$ cat src/verilog/ccp_regs.svh
`ifndef CCP_REGS_SVH
`define CCP_REGS_SVH

// --------------------------------------------------
// register byte offsets
// --------------------------------------------------
`define CCP_CTRL_OFF 8'h00
`define CCP_CMP_OFF 8'h04
`define CCP_WIDTH_OFF 8'h08
`define CCP_CAPT_OFF 8'h0c
`define CCP_STAT_OFF 8'h10
`define CCP_MASK_OFF 8'h14

// --------------------------------------------------
// channel_control fields
// --------------------------------------------------
`define CCP_EN_BIT 7
`define CCP_OUT_BIT 5
`define CCP_ALIGN_BIT 4
`define CCP_MODE_HI 3
`define CCP_MODE_LO 0

// --------------------------------------------------
// reset values
// --------------------------------------------------
`define CCP_CTRL_RESET 8'h00
`define CCP_STAT_RESET 1'b0
`define CCP_MASK_RESET 1'b0

// --------------------------------------------------
// edge counts for the prescaled captures
// --------------------------------------------------
`define CCP_EDGES_DIV4 5'h04
`define CCP_EDGES_DIV16 5'h10

`endif

$ cat src/verilog/ccp_pkg.sv
package ccp_pkg;

  // --------------------------------------------------
  // mode selector codes
  // --------------------------------------------------
  typedef enum logic [3:0] {
    MODE_OFF = 4'h0,
    MODE_TOGGLE_CLR = 4'h1,
    MODE_TOGGLE = 4'h2,
    MODE_CAP_EVERY = 4'h3,
    MODE_CAP_FALL = 4'h4,
    MODE_CAP_RISE = 4'h5,
    MODE_CAP_RISE4 = 4'h6,
    MODE_CAP_RISE16 = 4'h7,
    MODE_SET = 4'h8,
    MODE_CLEAR = 4'h9,
    MODE_PULSE = 4'ha,
    MODE_PULSE_CLR = 4'hb
  } mode_t;

  // --------------------------------------------------
  // operating class, one-hot
  // --------------------------------------------------
  typedef enum logic [3:0] {
    OP_OFF = 4'b0001,
    OP_CAPTURE = 4'b0010,
    OP_COMPARE = 4'b0100,
    OP_PWM = 4'b1000
  } op_class_t;

endpackage

$ cat src/verilog/edge_prescaler.sv
`timescale 1ns/1ps
`include "ccp_regs.svh"

module edge_prescaler (
  input wire logic clock,
  input wire logic rst_b,
  input wire logic ce,
  input wire logic restart,
  input wire logic rise,
  input wire logic fall,
  input wire logic [3:0] mode,
  output logic fire
);

  // --------------------------------------------------
  // edge selection
  // --------------------------------------------------
  logic [4:0] count_reg;
  logic [4:0] count_next;
  logic [4:0] need;
  logic [4:0] count_inc;
  logic counted;

  assign need = (mode == ccp_pkg::MODE_CAP_RISE16) ? `CCP_EDGES_DIV16 : `CCP_EDGES_DIV4;
  assign counted = (mode == ccp_pkg::MODE_CAP_RISE4) || (mode == ccp_pkg::MODE_CAP_RISE16);
  assign count_inc = count_reg + 5'h01;

  always_comb begin
    fire = 1'b0;
    count_next = count_reg;
    if (restart) begin
      count_next = 5'h00;
    end else if (counted) begin
      if (rise) begin
        fire = (count_inc == need);
        count_next = fire ? 5'h00 : count_inc;
      end
    end else begin
      unique case (mode)
        ccp_pkg::MODE_CAP_EVERY: fire = rise | fall;
        ccp_pkg::MODE_CAP_FALL: fire = fall;
        ccp_pkg::MODE_CAP_RISE: fire = rise;
        default: fire = 1'b0;
      endcase
    end
  end

  always_ff @(posedge clock or negedge rst_b) begin
    if (!rst_b) begin
      count_reg <= 5'h00;
    end else if (ce) begin
      count_reg <= count_next;
    end
  end

endmodule

$ cat src/verilog/capture_compare_pwm_control.sv
`timescale 1ns/1ps
`include "ccp_regs.svh"

// What this block does
// - channel runs only while enable bit is set, fully idle otherwise
// - control bit 5 reads back the output level; writes ignore it
// - control bits 3..0 select the mode; 0000 disables the channel
// - modes 11xx are pwm; alignment bit 1 left, 0 right, pwm only
// - 1010 pulses output on match; 1011 also clears the timer
// - 1000 sets, 1001 clears on match; level resets when off
// - 0010 toggles on match; 0001 toggles and clears the timer
// - the timer cleared is whichever timer feeds this channel
// - 0111 captures on every sixteenth rising input edge
// - 0110 captures on every fourth rising input edge
// - 0101 captures on every rising input edge
// - 0100 captures on every falling input edge
// - 0011 captures on every input edge

module capture_compare_pwm_control #(
  parameter int TIMER_W = 16
) (
  input wire logic clock,
  input wire logic rst_b,
  input wire logic ce,
  input wire logic hsel,
  input wire logic [31:0] haddr,
  input wire logic [1:0] htrans,
  input wire logic hwrite,
  input wire logic [2:0] hsize,
  input wire logic [31:0] hwdata,
  input wire logic hready,
  output logic [31:0] hrdata,
  output logic hreadyout,
  output logic hresp,
  input wire logic [TIMER_W-1:0] associated_timer,
  input wire logic timer_period_match,
  output logic timer_clear,
  input wire logic channel_pin_in,
  output logic channel_pin_out,
  output logic channel_pin_oe,
  output logic irq
);

  // --------------------------------------------------
  // operating class of a mode code
  // --------------------------------------------------
  function automatic ccp_pkg::op_class_t op_of(input logic [3:0] mode);
    ccp_pkg::op_class_t op;
    op = ccp_pkg::OP_OFF;
    unique case (mode[3:2])
      2'b11: op = ccp_pkg::OP_PWM;
      2'b10: op = ccp_pkg::OP_COMPARE;
      2'b01: op = ccp_pkg::OP_CAPTURE;
      2'b00: begin
        if (mode == ccp_pkg::MODE_CAP_EVERY) begin
          op = ccp_pkg::OP_CAPTURE;
        end else if (mode == ccp_pkg::MODE_OFF) begin
          op = ccp_pkg::OP_OFF;
        end else begin
          op = ccp_pkg::OP_COMPARE;
        end
      end
    endcase
    return op;
  endfunction

  // --------------------------------------------------
  // state
  // --------------------------------------------------
  logic en_reg;
  logic align_reg;
  logic [3:0] mode_reg;
  logic [TIMER_W-1:0] compare_reg;
  logic [TIMER_W-1:0] width_reg;
  logic [TIMER_W-1:0] capture_reg;
  logic stat_reg;
  logic stat_next;
  logic mask_reg;
  logic out_reg;
  logic out_next;
  logic oe_reg;
  logic clear_reg;
  logic irq_reg;
  logic pin_prev_reg;
  logic eq_prev_reg;
  logic wr_pend_reg;
  logic rd_pend_reg;
  logic [7:0] addr_reg;
  logic [31:0] hrdata_reg;
  logic hreadyout_reg;
  logic hresp_reg;

  // --------------------------------------------------
  // bus decode
  // --------------------------------------------------
  wire addr_take = hsel && htrans[1] && hready;
  wire wr_ctrl = wr_pend_reg && (addr_reg == `CCP_CTRL_OFF);
  wire wr_cmp = wr_pend_reg && (addr_reg == `CCP_CMP_OFF);
  wire wr_width = wr_pend_reg && (addr_reg == `CCP_WIDTH_OFF);
  wire wr_stat = wr_pend_reg && (addr_reg == `CCP_STAT_OFF);
  wire wr_mask = wr_pend_reg && (addr_reg == `CCP_MASK_OFF);

  wire [7:0] ctrl_view = {en_reg, 1'b0, out_reg, align_reg, mode_reg};
  wire [31:0] rd_data =
    (addr_reg == `CCP_CTRL_OFF) ? {24'h000000, ctrl_view} :
    (addr_reg == `CCP_CMP_OFF) ? {{(32-TIMER_W){1'b0}}, compare_reg} :
    (addr_reg == `CCP_WIDTH_OFF) ? {{(32-TIMER_W){1'b0}}, width_reg} :
    (addr_reg == `CCP_CAPT_OFF) ? {{(32-TIMER_W){1'b0}}, capture_reg} :
    (addr_reg == `CCP_STAT_OFF) ? {31'h00000000, stat_reg} :
    (addr_reg == `CCP_MASK_OFF) ? {31'h00000000, mask_reg} :
    32'h00000000;

  // --------------------------------------------------
  // channel decode
  // --------------------------------------------------
  ccp_pkg::op_class_t op;
  assign op = op_of(mode_reg);
  wire active = en_reg && (op != ccp_pkg::OP_OFF);
  wire is_cmp = active && (op == ccp_pkg::OP_COMPARE);
  wire is_cap = active && (op == ccp_pkg::OP_CAPTURE);
  wire is_pwm = active && (op == ccp_pkg::OP_PWM);

  wire rise = channel_pin_in && !pin_prev_reg;
  wire fall = !channel_pin_in && pin_prev_reg;

  // match only on first cycle of equality, so a stalled timer fires once
  wire eq_now = (associated_timer == compare_reg);
  wire match = is_cmp && eq_now && !eq_prev_reg;

  wire clear_mode = (mode_reg == ccp_pkg::MODE_TOGGLE_CLR) ||
    (mode_reg == ccp_pkg::MODE_PULSE_CLR);

  // right alignment saturates when width exceeds the period
  wire [TIMER_W-1:0] right_start = (width_reg >= compare_reg) ?
    '0 : compare_reg - width_reg;
  wire pwm_left = associated_timer < width_reg;
  wire pwm_right = associated_timer >= right_start;
  wire pwm_level = align_reg ? pwm_left : pwm_right;
  wire pwm_event = is_pwm && timer_period_match;

  // --------------------------------------------------
  // capture edge selection
  // --------------------------------------------------
  logic cap_raw;
  edge_prescaler u_prescaler (
    .clock(clock),
    .rst_b(rst_b),
    .ce(ce),
    .restart(!is_cap || wr_ctrl),
    .rise(rise),
    .fall(fall),
    .mode(mode_reg),
    .fire(cap_raw)
  );
  wire cap_fire = is_cap && cap_raw;

  wire chan_event = cap_fire || match || pwm_event;

  // --------------------------------------------------
  // output level
  // --------------------------------------------------
  always_comb begin
    out_next = out_reg;
    if (!active) begin
      out_next = 1'b0;
    end else if (is_pwm) begin
      out_next = pwm_level;
    end else if (is_cmp) begin
      unique case (mode_reg)
        ccp_pkg::MODE_SET: out_next = match ? 1'b1 : out_reg;
        ccp_pkg::MODE_CLEAR: out_next = match ? 1'b0 : out_reg;
        ccp_pkg::MODE_PULSE,
        ccp_pkg::MODE_PULSE_CLR: out_next = match;
        ccp_pkg::MODE_TOGGLE,
        ccp_pkg::MODE_TOGGLE_CLR: out_next = out_reg ^ match;
        default: out_next = out_reg;
      endcase
    end
  end

  // set wins over a same-cycle write-one clear
  assign stat_next = chan_event || (stat_reg && !(wr_stat && hwdata[0]));

  // --------------------------------------------------
  // control register
  // --------------------------------------------------
  // one reset word, sliced per field, so the fields cannot drift apart
  localparam logic [7:0] CTRL_RST = `CCP_CTRL_RESET;

  always_ff @(posedge clock or negedge rst_b) begin
    if (!rst_b) begin
      en_reg <= CTRL_RST[`CCP_EN_BIT];
      align_reg <= CTRL_RST[`CCP_ALIGN_BIT];
      mode_reg <= CTRL_RST[`CCP_MODE_HI:`CCP_MODE_LO];
    end else if (ce && wr_ctrl) begin
      en_reg <= hwdata[`CCP_EN_BIT];
      align_reg <= hwdata[`CCP_ALIGN_BIT];
      mode_reg <= hwdata[`CCP_MODE_HI:`CCP_MODE_LO];
    end
  end

  // --------------------------------------------------
  // compare and width registers
  // --------------------------------------------------
  always_ff @(posedge clock or negedge rst_b) begin
    if (!rst_b) begin
      compare_reg <= '0;
    end else if (ce && wr_cmp) begin
      compare_reg <= hwdata[TIMER_W-1:0];
    end
  end

  always_ff @(posedge clock or negedge rst_b) begin
    if (!rst_b) begin
      width_reg <= '0;
    end else if (ce && wr_width) begin
      width_reg <= hwdata[TIMER_W-1:0];
    end
  end

  // --------------------------------------------------
  // capture register
  // --------------------------------------------------
  always_ff @(posedge clock or negedge rst_b) begin
    if (!rst_b) begin
      capture_reg <= '0;
    end else if (ce && cap_fire) begin
      capture_reg <= associated_timer;
    end
  end

  // --------------------------------------------------
  // event status, mask, interrupt
  // --------------------------------------------------
  always_ff @(posedge clock or negedge rst_b) begin
    if (!rst_b) begin
      stat_reg <= `CCP_STAT_RESET;
    end else if (ce) begin
      stat_reg <= stat_next;
    end
  end

  always_ff @(posedge clock or negedge rst_b) begin
    if (!rst_b) begin
      mask_reg <= `CCP_MASK_RESET;
    end else if (ce && wr_mask) begin
      mask_reg <= hwdata[0];
    end
  end

  // mask and status are read as next values so irq tracks them in step
  always_ff @(posedge clock or negedge rst_b) begin
    if (!rst_b) begin
      irq_reg <= 1'b0;
    end else if (ce) begin
      irq_reg <= stat_next && (wr_mask ? hwdata[0] : mask_reg);
    end
  end

  // --------------------------------------------------
  // pin side
  // --------------------------------------------------
  always_ff @(posedge clock or negedge rst_b) begin
    if (!rst_b) begin
      pin_prev_reg <= 1'b0;
      eq_prev_reg <= 1'b0;
    end else if (ce) begin
      pin_prev_reg <= channel_pin_in;
      eq_prev_reg <= eq_now;
    end
  end

  always_ff @(posedge clock or negedge rst_b) begin
    if (!rst_b) begin
      out_reg <= 1'b0;
      oe_reg <= 1'b0;
    end else if (ce) begin
      out_reg <= out_next;
      oe_reg <= active && (op != ccp_pkg::OP_CAPTURE);
    end
  end

  // pulse to whatever timer is wired to this channel
  always_ff @(posedge clock or negedge rst_b) begin
    if (!rst_b) begin
      clear_reg <= 1'b0;
    end else if (ce) begin
      clear_reg <= match && clear_mode;
    end
  end

  // --------------------------------------------------
  // ahb-lite data phase
  // --------------------------------------------------
  // reads take one wait state so a write just before is seen
  always_ff @(posedge clock or negedge rst_b) begin
    if (!rst_b) begin
      wr_pend_reg <= 1'b0;
      rd_pend_reg <= 1'b0;
      addr_reg <= 8'h00;
    end else if (ce) begin
      wr_pend_reg <= addr_take && hwrite;
      rd_pend_reg <= addr_take && !hwrite;
      if (addr_take) begin
        addr_reg <= haddr[7:0];
      end
    end
  end

  always_ff @(posedge clock or negedge rst_b) begin
    if (!rst_b) begin
      hreadyout_reg <= 1'b1;
      hrdata_reg <= 32'h00000000;
    end else if (ce) begin
      if (addr_take && !hwrite) begin
        hreadyout_reg <= 1'b0;
      end else if (rd_pend_reg) begin
        hreadyout_reg <= 1'b1;
        hrdata_reg <= rd_data;
      end
    end
  end

  always_ff @(posedge clock or negedge rst_b) begin
    if (!rst_b) begin
      hresp_reg <= 1'b0;
    end else if (ce) begin
      hresp_reg <= 1'b0;
    end
  end

  // --------------------------------------------------
  // outputs
  // --------------------------------------------------
  assign hrdata = hrdata_reg;
  assign hreadyout = hreadyout_reg;
  assign hresp = hresp_reg;
  assign timer_clear = clear_reg;
  assign channel_pin_out = out_reg;
  assign channel_pin_oe = oe_reg;
  assign irq = irq_reg;

endmodule

$ cat config.mk
export PLATFORM = sky130hd
export DESIGN_NAME = capture_compare_pwm_control
export DESIGN_NICKNAME = d
export VERILOG_FILES = /design/src/verilog/ccp_pkg.sv /design/src/verilog/edge_prescaler.sv /design/src/verilog/capture_compare_pwm_control.sv
export VERILOG_INCLUDE_DIRS = /design/src /design/src/verilog
export SDC_FILE = /design/constraint.sdc
export NUM_CORES = 1
export LEC_CHECK = 0
export BUFFER_PORTS_ARGS = -buffer_cell sky130_fd_sc_hd__buf_2
export CAP_MARGIN = 20
export CORE_UTILIZATION = 50
export CTS_CLUSTER_DIAMETER = 40
export DETAILED_ROUTE_END_ITERATION = 8
export PLACE_DENSITY = 0.74
export SLEW_MARGIN = 20
export SYNTH_ARGS = -nofsm -noshare
export SYNTH_HDL_FRONTEND = slang
export SYNTH_HIERARCHICAL = 1
export SYNTH_SLANG_ARGS = --single-unit
$ cat constraint.sdc
create_clock -name clock -period 4.6 [get_ports clock]
set_input_delay 0.46 -clock clock [delete_from_list [all_inputs] [get_ports clock]]
set_output_delay 0.46 -clock clock [all_outputs]
set_load 0.1 [all_outputs]
After elaboration in Yosys (flattened, before gate mapping)
Cells that the tools add are included.
{"block": "op_classes", "addsub": 2, "n_lt_le_gt_ge": 3, "n_eq_ne": 30, "mux": 29, "bitwise_logic": 3, "n_reduce_logical": 54}
{"cell": "2-to-1 mux 16 bit", "count": 5}
{"cell": ">= comparator 16 bit", "count": 2}
{"cell": "logical AND 1 bit", "count": 29}
{"cell": "2-to-1 mux 5 bit", "count": 5}
{"cell": "== test 4 x 3 -> 1 bit, second input constant", "count": 5}
{"cell": "== test 4 bit, second input constant", "count": 5}
{"cell": "== test 16 bit", "count": 1}
{"cell": "== test 8 x 4 -> 1 bit, second input constant", "count": 2}
{"cell": "== test 8 x 5 -> 1 bit, second input constant", "count": 2}
{"cell": "< comparator 16 bit", "count": 1}
{"cell": "case mux 4 bit (4 select lines)", "count": 1}
{"cell": "subtractor 16 bit", "count": 1}
{"cell": "2-to-1 mux 1 bit", "count": 14}
{"cell": "== test 4 x 2 -> 1 bit, second input constant", "count": 3}
{"cell": "== test 8 x 3 -> 1 bit, second input constant", "count": 1}
{"cell": "zero test 8 bit", "count": 1}
{"cell": "inequality test 4 bit, second input constant", "count": 2}
{"cell": "zero test 1 bit", "count": 6}
{"cell": "logical OR 1 bit", "count": 6}
{"cell": "inequality test 6 x 1 -> 1 bit, second input constant", "count": 1}
{"cell": "AND reduction 3 bit", "count": 2}
{"cell": "nonzero test 2 bit", "count": 3}
{"cell": "adder 5 x 1 -> 5 bit, second input constant", "count": 1}
{"cell": "== test 5 bit", "count": 1}
{"cell": "18 further kinds", "count": 21}
{"block": "word_totals", "reg_bits": 110, "output_inout_bits": 38}

Depth between registers and ports, before layout
{"block": "depth", "ltp_word": 15, "ltp_mapped": 20, "mapped_depth_nobuf": 19}

Hierarchy
The synthesis kept the hierarchy.
{"mod": "capture_compare_pwm_control", "n_inst": 1, "cells_each": 622, "area_per_inst_um2": 5929.4}
{"mod": "edge_prescaler", "n_inst": 1, "cells_each": 43, "area_per_inst_um2": 391.6}

Least setup slack after synthesis
OpenSTA, ideal clock, no wires.
{"block": "synth_timing", "path_kind": "flip-flop to flip-flop", "startpoint": "register compare_reg[0]", "endpoint": "register out_reg (netlist: channel_pin_out)", "setup_ps": 136, "arrival_ps": 3151, "required_time_ps": 4464, "slack_ps": 1313, "stages_incl_launch_ff": 20, "path_buffers": 1, "period_less_slack_ps": 3287, "path_cell_list": "dfrtp_1 -> inv_1 -> ha_1 -> inv_1 -> fa_1 -> a21oi_1 -> o21bai_1 -> nand2_1 -> a21oi_1 -> a221oi_1 -> nor2_2 -> buf_4 -> nand2_1 -> ha_1 -> a2111oi_0 -> o21ai_0 -> o211ai_1 -> nand3_1 -> a22oi_1 -> mux2i_1"}
{"block": "synth_via", "elab_chain_cells": 8}
{"element": "from (decl)", "line": "capture_compare_pwm_control.sv:73", "source": "logic [TIMER_W-1:0] compare_reg;"}
{"element": "from (signal assigned)", "line": "capture_compare_pwm_control.sv:209", "source": "compare_reg <= hwdata[TIMER_W-1:0];"}
{"element": "parallel branches: the longest is 8 deep, another holds subtractor 16 bit"}
{"element": "to (signal assigned)", "line": "capture_compare_pwm_control.sv:278", "source": "out_reg <= out_next;"}
{"element": "to (decl)", "line": "capture_compare_pwm_control.sv:79", "source": "logic out_reg;"}
Parallel ways; which one is timed is not known. The select of a mux whose other input is x is not followed.
A chain may end at the register's enable or synchronous reset.

Worst setup path after layout
Ends and elaborated chain as after synthesis.

==> qor.yml <==
floorplan:
  fp.dieW_um: 114
  dieArea_um2: 13100
  num_rows: 40
  ioPinCount: 131
  core_region_area_um2: 12200
  initial_core_util_pct: 52.0
  die_h_um: 114
setup_path:
  cp_slowest_cell: "nor2_2"
  cp_num_buf_inv: 2
  cp.required_ps: 4810
  path_cells: "inv_1 -> ha_1 -> inv_1 -> fa_1 -> a21oi_1 -> o21bai_1 -> nand2_1 -> a21oi_1 -> a221oi_1 -> nor2_2 -> nand2_1 -> ha_1 -> a2111oi_0 -> o21ai_0 -> o211ai_1 -> nand3_1 -> a22oi_1 -> mux2i_1"
  crit_start: "compare_reg[0]"
  r2r_slack_ps: 540
  cpPeakStageDelay_ps: 460
  worstPathArrival_ps: 4270
  worst_setup_path_end_kind: "register"
  path_max_fanout: 15
  path_class: "register to register"
  timing.rr.end: "channel_pin_out"
  r2r-start: "compare_reg[0]"
  crit_family: "compound AO/OA/AOI/OAI gates"
  ff2ff_path_depth: 18
  cp-start-kind: "register"
cells_and_area:
  diodes: 0
  final_common_cell: "dfrtp_1"
  fin_nets: 863
  drive_gt1_share_pct: 20.0
  fillers: 1039
  area_growth_pct: 10.3
  most-common-layout-cells: "93 x dfrtp_1, 68 x buf_2, 60 x nand2_1"
routing:
  drc: 0
  via_per_inst: 5.80
  wl_per_cell_um: 17.2
  firstDrtPassIters: 5
  num_vias: 5189
  drtIter0Drc: 373
  routed_wl_mm: 15.4
  drt.antenna.violating_nets: 0
logic_synthesis:
  ys.flop_type: "dfrtp_1"
  synth_top_family_by_area: "compound AO/OA/AOI/OAI gates"
  synthMuxAreaShare_pct: 9.34
  synth_warnings: 6
  avgSynthCellArea_um2: 9.51
  yosysTopAreaCell: "dfrtp_1"
  syn-cell-area_um2: 6320
  synth_area_leaders: "dfrtp_1 37%, ha_1 9.5%, mux2_2 7.1%, o21ai_0 4.4%, nand2_1 3.6%"
  ys_seq_area_share_pct: 37.2
  yosysUniqueCellTypes: 66
  ys_ff_latch: 94
  synthArstFlopShare_pct: 100
  synthXorXnorAreaFrac_pct: 4.30
  syn_inst: 665
  yosys.area.top_type_share_pct: 36.8
  synth_edf_count: 0
  synth-adder-area-share_pct: 9.82
  synth_compound_area_share_pct: 18.5
  synth-simple-area-share_pct: 14.2
sta:
  rsz0062_at_grt: "false"
  worstMarginPinSlew_ps: 991
  hold_viol: 0
  finalSetupTns_ps: 0
  max_freq_mhz: 246
  timing.slew.headroom_pct: 33.7
  min_period_ps: 4060
  skew_ps: 7.21
  finalCritPeriodShare_pct: 88.2
  maxSlewViolCount: 0
  setup_viol: 0
power_and_ir_drop:
  peakVddDrop_mv: 0.163
  power.density_nw_per_um2: 337
  power.total_mw: 2.35
  power_frac_clock_pct: 28.9
  sw_frac_of_total_pct: 37.8
  power_frac_seq_pct: 42.2
  power.internal_mw: 1.46
  p_leak_nw: 3.37
  comb_power_share_pct: 28.9
  switching_power_mw: 0.888
outcome:
  status: "complete, no violations"
clock_tree:
  cts_resized: 0
  h-tree-depth: 3
  clk_latency_ps: 340
  cts-root-buf: "clkbuf_16"
  cts_tree: "built"
  cts_setup_buffers: 0
  numCtsBuffers: 9
  cts_hold_buf: 0
  clk_pin_slew_ps: 60
  cts_buffer_depth: 2
  cts_sinks: 94
global_route:
  track_usage_pct: 24.1
  overflow: 0
  grt_pass1_vias: 4874
  grt_antenna_before_repair: 0
  grt_max_degree: 56
  grt_pass1_wl_mm: 24.6
place:
  routabilityCongestion: 0.951
  dp_hpwl_mm: 11.6
  portBuffers: 69
hold_path:
  worst_hold_path_type: "primary input to async pin"
run:
  maxCapViolCount: 0
[cell usage after synthesis (all sizes together), types with 3 or more instances]
master / instances
nand3: 18
o21a: 4
nand2: 61
nand2b: 8
nand4: 13
buf: 32
mux2: 48
a21o: 12
a211oi: 9
a211o: 3
xnor2: 23
ha: 48
mux2i: 5
a22o: 10
nor4: 4
clkbuf: 12
a22oi: 10
and2: 3
nor2: 28
xor2: 8
a21oi: 39
nor2b: 7
inv: 40
o22ai: 6
nor3b: 4
a221oi: 7
nand3b: 4
o21ai: 59
and3: 4
a31oi: 3
dfrtp: 93
nor3: 12
[power groups by stage]
stage	Clock [mW]	Combinational [mW]	Sequential [mW]
3_3_place_gp	0	0.658	0.999
6_report	0.680	0.680	0.992
3_5_place_dp	0	0.675	1.01
2_1_floorplan	0	0.367	1.16
5_1_grt	0.721	0.728	1.00
4_1_cts	0.684	0.678	0.992
[worst max path at each step]
stage | end | slack [ps] | cells past startpoint
floorplan | channel_pin_out | 1310 | 19
global placement | channel_pin_out | 750 | 18
detailed placement | channel_pin_out | 680 | 18
CTS | channel_pin_out | 660 | 18
global route | channel_pin_out | 310 | 18
finish | channel_pin_out | 540 | 18
[kinds of logic (layout without fill, tap and decap cells)]
group	after synthesis	count (layout)
and+or+nand+nor	173	173
AOI/OAI and AO/OA	180	180
DFF	94	94
other	1	17
muxes	53	53
adders and majority gates	49	49
buffers and inverters	84	129
xor gates and xnor gates	31	31
[per-layer routing]
metal / vias to the layer above / GRT usage, % / part of all wire (%)
met5: - / 0 / 0
met4: 0 / 9.70 / 2.5
met3: 28 / 1.75 / 4.2
met2: 165 / 39.6 / 47
met1: 2504 / 33.3 / 46
li1: 2492 / - / -
[metrics by stage]
step	cell area (um^2)	setup slack (ps)	cells	hold WS, ps	util [%]
2_1_floorplan	6380	1310	681	164	-
3_3_place_gp	6710	753	878	456	55.1
3_5_place_dp	6710	681	878	465	55.1
4_1_cts	6970	664	894	184	57.3
5_1_grt	6970	307	894	229	57.3
6_report	6970	543	894	166	57.3
[cell type report]
type	count	area [um^2]	area share [%]
Sequential cell	94	2350	33.8
Multi-Input combinational cell	503	3610	51.8
Clock inverter	5	35.0	0.502
Timing Repair Buffer	73	378	5.42
Inverter	40	150	2.15
Clock buffer	11	233	3.34
Tap cell	168	210	3.01
Note: power is estimated with default switching activity, not from simulation.
